[src/design/char_display_pkg.sv]
// Shared constants, codes and carriers for the character display instruction decoder.
package char_display_pkg;

   localparam int         CLK_PERIOD_NS    = 10;
   localparam int         BLINK_HALF_MS    = 500;
   localparam int         BLINK_HALF_CYC   = BLINK_HALF_MS * 1000000 / CLK_PERIOD_NS;

   localparam logic [7:0] SPACE_CODE       = 8'h20;
   localparam logic [6:0] TEXT_HOME        = 7'h00;
   localparam logic [6:0] TEXT_LINE1_END   = 7'h27;
   localparam logic [6:0] TEXT_LINE2_BASE  = 7'h40;
   localparam logic [6:0] TEXT_LINE2_END   = 7'h67;
   localparam logic [5:0] GLYPH_LAST       = 6'h3F;
   localparam logic [5:0] VIEW_LAST        = 6'h27;
   localparam logic [6:0] VIEW_SPAN        = 7'h28;
   localparam logic [2:0] CURSOR_ROW       = 3'h7;
   localparam logic [4:0] DOTS_ALL         = 5'h1F;
   localparam logic [4:0] DOTS_NONE        = 5'h00;
   localparam logic       BUSY_FLAG_VAL    = 1'b0;

   localparam int         ENTRY_UP_BIT     = 1;
   localparam int         ENTRY_SHIFT_BIT  = 0;
   localparam int         CTRL_PANEL_BIT   = 2;
   localparam int         CTRL_UNDER_BIT   = 1;
   localparam int         CTRL_FLASH_BIT   = 0;
   localparam int         SHIFT_VIEW_BIT   = 3;
   localparam int         SHIFT_RIGHT_BIT  = 2;
   localparam int         FUNC_WIDTH_BIT   = 4;
   localparam int         FUNC_ROWS_BIT    = 3;
   localparam int         FUNC_LUM_HI_BIT  = 1;
   localparam int         FUNC_LUM_LO_BIT  = 0;

   typedef enum logic [3:0] {
      OP_NONE       = 4'b0000,
      OP_CLEAR      = 4'b0001,
      OP_HOME       = 4'b0010,
      OP_ENTRY      = 4'b0011,
      OP_CTRL       = 4'b0100,
      OP_SHIFT      = 4'b0101,
      OP_FUNC       = 4'b0110,
      OP_GLYPH_ADDR = 4'b0111,
      OP_TEXT_ADDR  = 4'b1000,
      OP_CNT_READ   = 4'b1001,
      OP_DATA_WR    = 4'b1010,
      OP_DATA_RD    = 4'b1011
   } op_t;

   typedef struct packed {
      logic       valid;
      logic       cmd_or_data_sel;
      logic       read_not_write;
      logic [7:0] data;
   } host_xfer_t;

   typedef struct packed {
      logic panel_on;
      logic underline_on;
      logic flash_on;
      logic count_up;
      logic auto_shift;
      logic bus_width_eight;
      logic two_rows;
      logic luminance_high;
      logic luminance_low;
   } opts_t;

   localparam opts_t OPTS_RESET = '{panel_on: 1'b0, underline_on: 1'b0, flash_on: 1'b0,
                                    count_up: 1'b1, auto_shift: 1'b0, bus_width_eight: 1'b1,
                                    two_rows: 1'b1, luminance_high: 1'b0,
                                    luminance_low: 1'b0};

endpackage : char_display_pkg

[src/design/char_display_instruction_decoder.sv]
// Instruction interpreter, text and glyph memories and scan path of a 2x20 character display.
// Notes on behaviour
// - Eight user glyphs of 5x8 dots, one lights.
// - Glyph addresses span 00H to 3FH only.
// - Glyph memory keeps and returns low five bits.
// - Codes 00H-0FH select glyphs, bit 3 ignored.
// - Glyph address is code[2:0] then dot row.
// - Clear fills text with 20H, counter to 00H.
// - Clear unshifts view, sets count-up, keeps glyphs.
// - Home zeroes counter and unshifts, memories kept.
// - Count-down: decrement; auto-shift moves view right.
// - Count-up: increment; auto-shift moves view left.
// - Auto-shift only on text writes, never otherwise.
// - Panel-on bit blanks or shows the text.
// - Underline bit shows cursor on eighth dot row.
// - Flash bit alternates cursor cell with full block.
// - Option instructions touch only their option bits.
// - Shift instruction steps counter, no memory access.
// - Shift encoding selects direction and view move.
// - Shift instruction always leaves counter on text.
// - Bus-width bit picks four or eight bit transfers; the code only stores it in opts, every transfer is eight bit.
// - Two-row bit picks one or two lines.
// - Luminance bits select 100, 75, 50, 25 percent; the code only stores them in opts.
// - Glyph address set loads six bits, selects glyphs.
// - Text address set loads seven bits, selects text.
// - Counter read returns counter, busy flag zero.
// - Data write stores byte, then steps as configured.
`timescale 1ns/1ps
module char_display_instruction_decoder
   import char_display_pkg::*;
#(
   parameter int BLINK_HALF_CYCLES = BLINK_HALF_CYC
) (
   input  wire logic       mclk,
   input  wire logic       rst_n,
   input  wire host_xfer_t xfer,
   input  wire logic       scan_line,
   input  wire logic [4:0] scan_col,
   input  wire logic [2:0] scan_row,
   output logic [7:0]      rd_data,
   output logic            rd_valid,
   output opts_t           opts,
   output logic [6:0]      position_counter,
   output logic            glyph_mode,
   output logic [5:0]      view_offset,
   output logic            blink_phase,
   output logic [7:0]      scan_code,
   output logic [4:0]      scan_dots
);

   ////////////////////////////////////////////////////////////////////////////////
   // Decode and stepping helpers.

   function automatic op_t decode_op(input logic cmd_or_data_sel, input logic rnw,
                                     input logic [7:0] d);
      if (cmd_or_data_sel) begin
         return rnw ? OP_DATA_RD : OP_DATA_WR;
      end else if (rnw) begin
         return OP_CNT_READ;
      end else if (d[7]) begin
         return OP_TEXT_ADDR;
      end else if (d[6]) begin
         return OP_GLYPH_ADDR;
      end else if (d[5]) begin
         return OP_FUNC;
      end else if (d[4]) begin
         return OP_SHIFT;
      end else if (d[3]) begin
         return OP_CTRL;
      end else if (d[2]) begin
         return OP_ENTRY;
      end else if (d[1]) begin
         return OP_HOME;
      end else if (d[0]) begin
         return OP_CLEAR;
      end
      return OP_NONE;
   endfunction : decode_op

   // Text addresses wrap across the two line windows, skipping the unused gap.
   function automatic logic [6:0] text_step(input logic [6:0] a, input logic up);
      if (up) begin
         if (a == TEXT_LINE1_END) return TEXT_LINE2_BASE;
         if (a == TEXT_LINE2_END) return TEXT_HOME;
         return 7'(a + 7'h01);
      end
      if (a == TEXT_LINE2_BASE) return TEXT_LINE1_END;
      if (a == TEXT_HOME) return TEXT_LINE2_END;
      return 7'(a - 7'h01);
   endfunction : text_step

   function automatic logic [5:0] view_step(input logic [5:0] v, input logic left);
      if (left) return (v == VIEW_LAST) ? 6'h00 : 6'(v + 6'h01);
      return (v == 6'h00) ? VIEW_LAST : 6'(v - 6'h01);
   endfunction : view_step

   ////////////////////////////////////////////////////////////////////////////////
   // Memories and registered state.

   logic [7:0] text_mem  [128];
   logic [4:0] glyph_mem [64];

   opts_t      opts_reg,   opts_next;
   logic [6:0] pc_reg,     pc_next;
   logic       glyph_reg,  glyph_next;
   logic [5:0] view_reg,   view_next;
   logic [7:0] rd_reg,     rd_next;
   logic       rdv_reg,    rdv_next;
   logic       text_we,    glyph_we,   fill_text;
   op_t        cur_op;

   ////////////////////////////////////////////////////////////////////////////////
   // Instruction execution, one transfer per cycle.

   always_comb begin
      opts_next  = opts_reg;
      pc_next    = pc_reg;
      glyph_next = glyph_reg;
      view_next  = view_reg;
      rd_next    = rd_reg;
      rdv_next   = 1'b0;
      text_we    = 1'b0;
      glyph_we   = 1'b0;
      fill_text  = 1'b0;
      cur_op     = xfer.valid ? decode_op(xfer.cmd_or_data_sel, xfer.read_not_write,
                                          xfer.data) : OP_NONE;
      unique case (cur_op)
         OP_NONE: begin
         end
         OP_CLEAR: begin
            fill_text          = 1'b1;
            pc_next            = TEXT_HOME;
            glyph_next         = 1'b0;
            view_next          = 6'h00;
            opts_next.count_up = 1'b1;
         end
         OP_HOME: begin
            pc_next    = TEXT_HOME;
            glyph_next = 1'b0;
            view_next  = 6'h00;
         end
         OP_ENTRY: begin
            opts_next.count_up   = xfer.data[ENTRY_UP_BIT];
            opts_next.auto_shift = xfer.data[ENTRY_SHIFT_BIT];
         end
         OP_CTRL: begin
            opts_next.panel_on     = xfer.data[CTRL_PANEL_BIT];
            opts_next.underline_on = xfer.data[CTRL_UNDER_BIT];
            opts_next.flash_on     = xfer.data[CTRL_FLASH_BIT];
         end
         OP_SHIFT: begin
            // No memory strobe is raised here; only the counter and view move.
            pc_next    = text_step(pc_reg, xfer.data[SHIFT_RIGHT_BIT]);
            glyph_next = 1'b0;
            if (xfer.data[SHIFT_VIEW_BIT]) begin
               view_next = view_step(view_reg, !xfer.data[SHIFT_RIGHT_BIT]);
            end
         end
         OP_FUNC: begin
            opts_next.bus_width_eight = xfer.data[FUNC_WIDTH_BIT];
            opts_next.two_rows        = xfer.data[FUNC_ROWS_BIT];
            opts_next.luminance_high  = xfer.data[FUNC_LUM_HI_BIT];
            opts_next.luminance_low   = xfer.data[FUNC_LUM_LO_BIT];
         end
         OP_GLYPH_ADDR: begin
            pc_next    = {1'b0, xfer.data[5:0]};
            glyph_next = 1'b1;
         end
         OP_TEXT_ADDR: begin
            pc_next    = xfer.data[6:0];
            glyph_next = 1'b0;
         end
         OP_CNT_READ: begin
            rd_next  = {BUSY_FLAG_VAL, pc_reg};
            rdv_next = 1'b1;
         end
         OP_DATA_WR: begin
            if (glyph_reg) begin
               glyph_we = 1'b1;
               pc_next  = {1'b0, 6'(pc_reg[5:0] + (opts_reg.count_up ? 6'h01 : GLYPH_LAST))};
            end else begin
               text_we = 1'b1;
               pc_next = text_step(pc_reg, opts_reg.count_up);
               if (opts_reg.auto_shift) begin
                  view_next = view_step(view_reg, opts_reg.count_up);
               end
            end
         end
         OP_DATA_RD: begin
            rdv_next = 1'b1;
            if (glyph_reg) begin
               rd_next = {3'h0, glyph_mem[pc_reg[5:0]]};
               pc_next = {1'b0, 6'(pc_reg[5:0] + (opts_reg.count_up ? 6'h01 : GLYPH_LAST))};
            end else begin
               rd_next = text_mem[pc_reg];
               pc_next = text_step(pc_reg, opts_reg.count_up);
            end
         end
      endcase
   end

   // The busy flag never rises: all state lands at the edge that takes the byte.
   always_ff @(posedge mclk) begin
      if (!rst_n) begin
         opts_reg  <= OPTS_RESET;
         pc_reg    <= TEXT_HOME;
         glyph_reg <= 1'b0;
         view_reg  <= 6'h00;
         rd_reg    <= 8'h00;
         rdv_reg   <= 1'b0;
      end else begin
         opts_reg  <= opts_next;
         pc_reg    <= pc_next;
         glyph_reg <= glyph_next;
         view_reg  <= view_next;
         rd_reg    <= rd_next;
         rdv_reg   <= rdv_next;
      end
   end

   always_ff @(posedge mclk) begin
      if (!rst_n || fill_text) begin
         for (int i = 0; i < 128; i++) begin
            text_mem[i] <= SPACE_CODE;
         end
      end else if (text_we) begin
         text_mem[pc_reg] <= xfer.data;
      end
   end

   // Glyph memory is untouched by reset and clear; only data writes land here.
   always_ff @(posedge mclk) begin
      if (glyph_we) begin
         glyph_mem[pc_reg[5:0]] <= xfer.data[4:0];
      end
   end

   ////////////////////////////////////////////////////////////////////////////////
   // Blink divider: one enable pulse per half period toggles the phase.

   logic [31:0] blink_cnt_reg, blink_cnt_next;
   logic        blink_reg,     blink_next;

   always_comb begin
      blink_cnt_next = 32'(blink_cnt_reg + 32'h1);
      blink_next     = blink_reg;
      if (blink_cnt_reg == 32'(BLINK_HALF_CYCLES - 1)) begin
         blink_cnt_next = 32'h0;
         blink_next     = !blink_reg;
      end
   end

   always_ff @(posedge mclk) begin
      if (!rst_n) begin
         blink_cnt_reg <= 32'h0;
         blink_reg     <= 1'b0;
      end else begin
         blink_cnt_reg <= blink_cnt_next;
         blink_reg     <= blink_next;
      end
   end

   ////////////////////////////////////////////////////////////////////////////////
   // Scan path: visible cell to code and dot row, with cursor and blanking.

   logic [6:0] col_sum;
   logic [6:0] cell_addr;
   logic [7:0] cell_code;
   logic [4:0] dots_next;
   logic       at_cursor;

   always_comb begin
      col_sum = 7'({2'b00, scan_col} + {1'b0, view_reg});
      if (col_sum >= VIEW_SPAN) begin
         col_sum = 7'(col_sum - VIEW_SPAN);
      end
      cell_addr = (scan_line ? TEXT_LINE2_BASE : TEXT_HOME) | col_sum;
      cell_code = text_mem[cell_addr];
      at_cursor = !glyph_reg && (cell_addr == pc_reg);
      dots_next = DOTS_NONE;
      if (cell_code[7:4] == 4'h0) begin
         dots_next = glyph_mem[{cell_code[2:0], scan_row}];
      end
      if (at_cursor && opts_reg.flash_on && blink_reg) begin
         dots_next = DOTS_ALL;
      end else if (at_cursor && opts_reg.underline_on && scan_row == CURSOR_ROW) begin
         dots_next = DOTS_ALL;
      end
      if (!opts_reg.panel_on || (scan_line && !opts_reg.two_rows)) begin
         dots_next = DOTS_NONE;
      end
   end

   // Bit 3 of a user code plays no part in the glyph lookup above.
   always_ff @(posedge mclk) begin
      if (!rst_n) begin
         scan_code <= SPACE_CODE;
         scan_dots <= DOTS_NONE;
      end else begin
         scan_code <= cell_code;
         scan_dots <= dots_next;
      end
   end

   assign rd_data          = rd_reg;
   assign rd_valid         = rdv_reg;
   assign opts             = opts_reg;
   assign position_counter = pc_reg;
   assign glyph_mode       = glyph_reg;
   assign view_offset      = view_reg;
   assign blink_phase      = blink_reg;
endmodule : char_display_instruction_decoder

[config.mk]
export PLATFORM = sky130hd
export DESIGN_NAME = char_display_instruction_decoder
export DESIGN_NICKNAME = d
export VERILOG_FILES = /design/src/design/char_display_pkg.sv /design/src/design/char_display_instruction_decoder.sv
export SDC_FILE = /design/constraint.sdc
export NUM_CORES = 2
export LEC_CHECK = 0
export BUFFER_PORTS_ARGS = -buffer_cell sky130_fd_sc_hd__buf_2
export CORE_ASPECT_RATIO = 1.5
export CORE_MARGIN = 2
export CORE_UTILIZATION = 50
export DETAILED_ROUTE_END_ITERATION = 8
export PLACE_DENSITY_LB_ADDON = 0.12
export SETUP_SLACK_MARGIN = 0.02
export SLEW_MARGIN = 30
export SYNTH_ARGS = -nofsm -noshare
export SYNTH_HDL_FRONTEND = slang
export SYNTH_SLANG_ARGS = --single-unit
export TNS_END_PERCENT = 50
[constraint.sdc]
create_clock -name mclk -period 13.2 [get_ports mclk]
set_input_delay 2.64 -clock mclk [delete_from_list [all_inputs] [get_ports mclk]]
set_output_delay 2.64 -clock mclk [all_outputs]
set_load 0.02 [all_outputs]
==> out/summary.md <==
Cells and area
- **final design area excluding fillers** 85,500 um^2
- **area used by sequential logic in the layout** 42,100 um^2
- **net count of the finished layout** 5,385
- **fraction of layout cells with a size suffix above 1** 25.5%
- **fill cell total of the finished layout** 12,500
- **combined area of the multi-input logic cells** 33,800 um^2
- **flip-flop count of the largest register, all copies and words added** 1,024
- **area overhead of the layout relative to synthesis** 9.84%
- **Final Core Density** 55.3%

Synth
- **number of flops mapped to enable cells by yosys** 1,344
- **fraction of synthesis flops using an asynchronous set or reset pin** 0%
- **number of cells produced by synthesis** 5,384
- **average size of a mapped cell** 14.5 um^2
- **number of distinct library cells after synthesis** 98
- **area share of the largest cell type after synthesis** 51.8%
- **most numerous cell types in the synthesized netlist** edfxtp_1, mux4_2, and2_1, clkbuf_1, nor2_1
- **main area contributors after synthesis** edfxtp_1, mux4_2, and2_1, dfxtp_1, mux2i_1
- **area of the mapped netlist** 77,900 um^2
- **library cell occupying the most area in the post-synthesis netlist** edfxtp_1
- **most common cell in the synthesized netlist** edfxtp_1
- **most common flop cell mapped by yosys** edfxtp_1
- **share of synthesized area occupied by flip-flops and latches** 54.0%
- **number of nets in the synthesized netlist** 5,424
- **number of register bits inferred by synthesis** 1,429
- **Synth Warn #** 0

Detailed routing
- **average via count per standard cell** 6.94
- **count of antenna-violating nets left after detailed routing** 0
- **Avg WL per Cell** 38.1 um
- **routed via count** 52,200
- **count of routing violations after the opening detailed-route iteration** 7,049
- **count of unresolved DRC violations after routing** 0
- **Detailed Routing Iterations Pass 1** 6
- **aggregate routed wire length** 287,000 um

Hold path
- **class of the tightest hold or removal check** flip-flop to flip-flop
- **Min-Delay Endpoint** opts[3]
- **hold path start** opts[3]
- **hold path cells** 2

Clock tree
- **CTS tree** done
- **H-tree levels** 4
- **clock root buffer** clkbuf_16
- **CTS Hold Bufs** 0
- **number of buffers created by CTS** 143
- **Post-CTS Repair Setup Buffers** 0
- **clock sinks** 1,429
- **cts repair resizes** 0
- **maximum number of buffers from clock root to sink** 3
- **clock latency reported for the late side of the worst-skew pair** 0.83 ns
- **clock transition at the registers of the reported paths** 0.06 ns

Critical path
- **R2R Setup Slk** 5.08 ns
- **number of cells on the worst reg-to-reg path** 21
- **Critical-path top delay cell** and4_1
- **worst endpoint data arrival time** 10.17 ns
- **kind of end point of the critical path** flip-flop
- **buffers and inverters on the worst path** 6
- **CP Class** input port to flip-flop
- **family with the most delay on the worst path** buffers and inverters
- **end of the worst register-to-register path** scan_dots[1]
- **stage delay of the slowest cell on the critical path** 0.84 ns
- **CP cell instances** buf_2 -> ha_1 -> nand3_1 -> and3_1 -> nor2_4 -> buf_4 -> inv_2 -> ha_1 -> o211ai_1 -> nor2_4 -> buf_4 -> o21ai_4 -> buf_4 -> a21o_2 -> buf_4 -> mux2i_1 -> mux2i_1 -> o2111ai_1 -> and4_1 -> mux2i_1 -> mux2_2 -> a21boi_1
- **CP required** 13.94 ns
- **Critical Path Source Type** input port
- **origin of the critical flop-to-flop path** view_offset[2]
- **maximum fanout encountered on the critical timing path** 71
- **most frequent CP cell** buf_4

STA
- **fin crit share** 71.4%
- **unrepaired setup endpoints after global routing** false
- **worst hold margin** 0.478 ns
- **final worst clock skew** 0.0454 ns
- **highest clock frequency the design can meet** 0.106 GHz
- **fin crit period** 9.42 ns
- **Final Max Tran Viols** 0
- **normalized max-slew margin** 27.9%
- **Hold Fails Final Rpt** 0
- **final number of setup-violating endpoints** 0
- **Worst Tran Pin Value** 1.05 ns
- **Setup Total Neg Slack** 0 ns

Die
- **total I/O pin count** 68
- **die extent in x** 326 um
- **Site Rows** 177
- **CORE AREA** 155,000 um^2
- **height of the die** 487 um
- **Total Die Area** 159,000 um^2
- **initial cell density of the core** 50.3%

Power
- **peak supply drop** 0.135 mV
- **total power divided by cell area** 125 nW/um^2
- **total leakage power** 27.7 nW

Placed design
- **number of port buffers** 67
- **routability-driven placement congestion ratio** 1.01
- **half-perimeter wire length of the detailed placement result** 202,000 um
- **cell area after placement** 80,900 um^2

Global route
- **All-Layer GR Usage** 36.2%
- **global-route wire length before repair** 400,000 um
- **maximum number of pins on one net before global-route repair** 121
- **GRT overflow** 0
- **antenna violations before repair** 32
- **via count of the first global-routing pass** 51,500

Status
- **result of the run** finished, final reports clean

Flow run
- **count of maximum capacitance violations** 0

layer usage:
metal,vias to the layer above,global-route usage (%),routed length [um]
met5,-,0,172
met3,733,6.78,24100
met2,2991,59.3,141000
li1,21100,-,-
met4,22,27.6,26100
met1,27400,42.5,95900
per-stage QoR:
step / total power, mW / worst slack [ns] / std cells
floorplan: 6.00 / 5.83 / 5384
global placement: 6.60 / 3.25 / 7258
detailed placement: 6.60 / 3.08 / 7258
CTS: 10.7 / 3.94 / 7510
global route: 10.9 / 3.53 / 7512
finish: 10.7 / 3.78 / 7519
worst min-delay path, cell delays in order, from the launching register on:
cell     delay [ns]
dfxtp_1        0.33
mux2i_1        0.07
nand2_1        0.05
power breakdown:
part	leakage (nW)	switching [mW]	internal [mW]	total (mW)
Clock	2.24	1.89	2.24	4.13
Combinational	11.8	0.886	0.518	1.40
Sequential	13.7	0.0839	5.05	5.13
placed cells by master, fill, tap and decap left out, types with 11 or more instances in the layout:
cell type / instances
a211oi_1: 38
a22oi_1: 32
mux2_2: 30
o31ai_1: 15
and2_1: 776
edfxtp_1: 1344
a31oi_1: 20
nand3_1: 112
clkinv_1: 30
inv_1: 22
buf_4: 244
mux2i_1: 132
nand4_1: 20
dfxtp_1: 80
clkinv_2: 21
or3_1: 152
xnor2_1: 21
a221oi_1: 22
a21oi_1: 56
ha_1: 15
buf_2: 58
and3_1: 31
o21ai_1: 13
o21ai_0: 185
bufinv_16: 11
o211ai_1: 13
o2111ai_1: 23
nand2_1: 249
xor2_1: 29
mux4_2: 780
clkbuf_1: 25
nor2_1: 320
nor3_1: 168
clkbuf_16: 143
logic make-up after synthesis:
group | Yosys count | synth area share [%]
AO/OA/AOI/OAI | 513 | 4.37
XOR/XNOR | 53 | 0.625
adder cells (fa/ha/maj) | 18 | 0.308
buffers and inverters | 527 | 2.87
flip-flops | 1429 | 54.0
multiplexers | 945 | 24.7
AND/OR/NAND/NOR | 1899 | 13.1
layout make-up:
class                           instances  area share (%)
Timing Repair Buffer                  315            2.73
Sequential cell                      1429            49.2
Antenna cell                            9          0.0263
Inverter                               28           0.126
Clock inverter                         84            1.14
Clock buffer                          168            4.29
Multi-Input combinational cell       3428            39.5
Tap cell                             2058            3.01
worst max-delay path by stage:
stage,slack [ns],cells after the start,start,to
floorplan,5.83,24,scan_col[2],scan_dots[0]
global placement,3.25,22,scan_col[2],scan_dots[4]
detailed placement,3.08,22,scan_col[2],scan_dots[1]
CTS,3.94,22,scan_col[2],scan_dots[1]
global route,3.53,22,scan_col[2],scan_dots[2]
finish,3.78,22,scan_col[2],scan_dots[1]
Power figures use the tool's default switching activity.
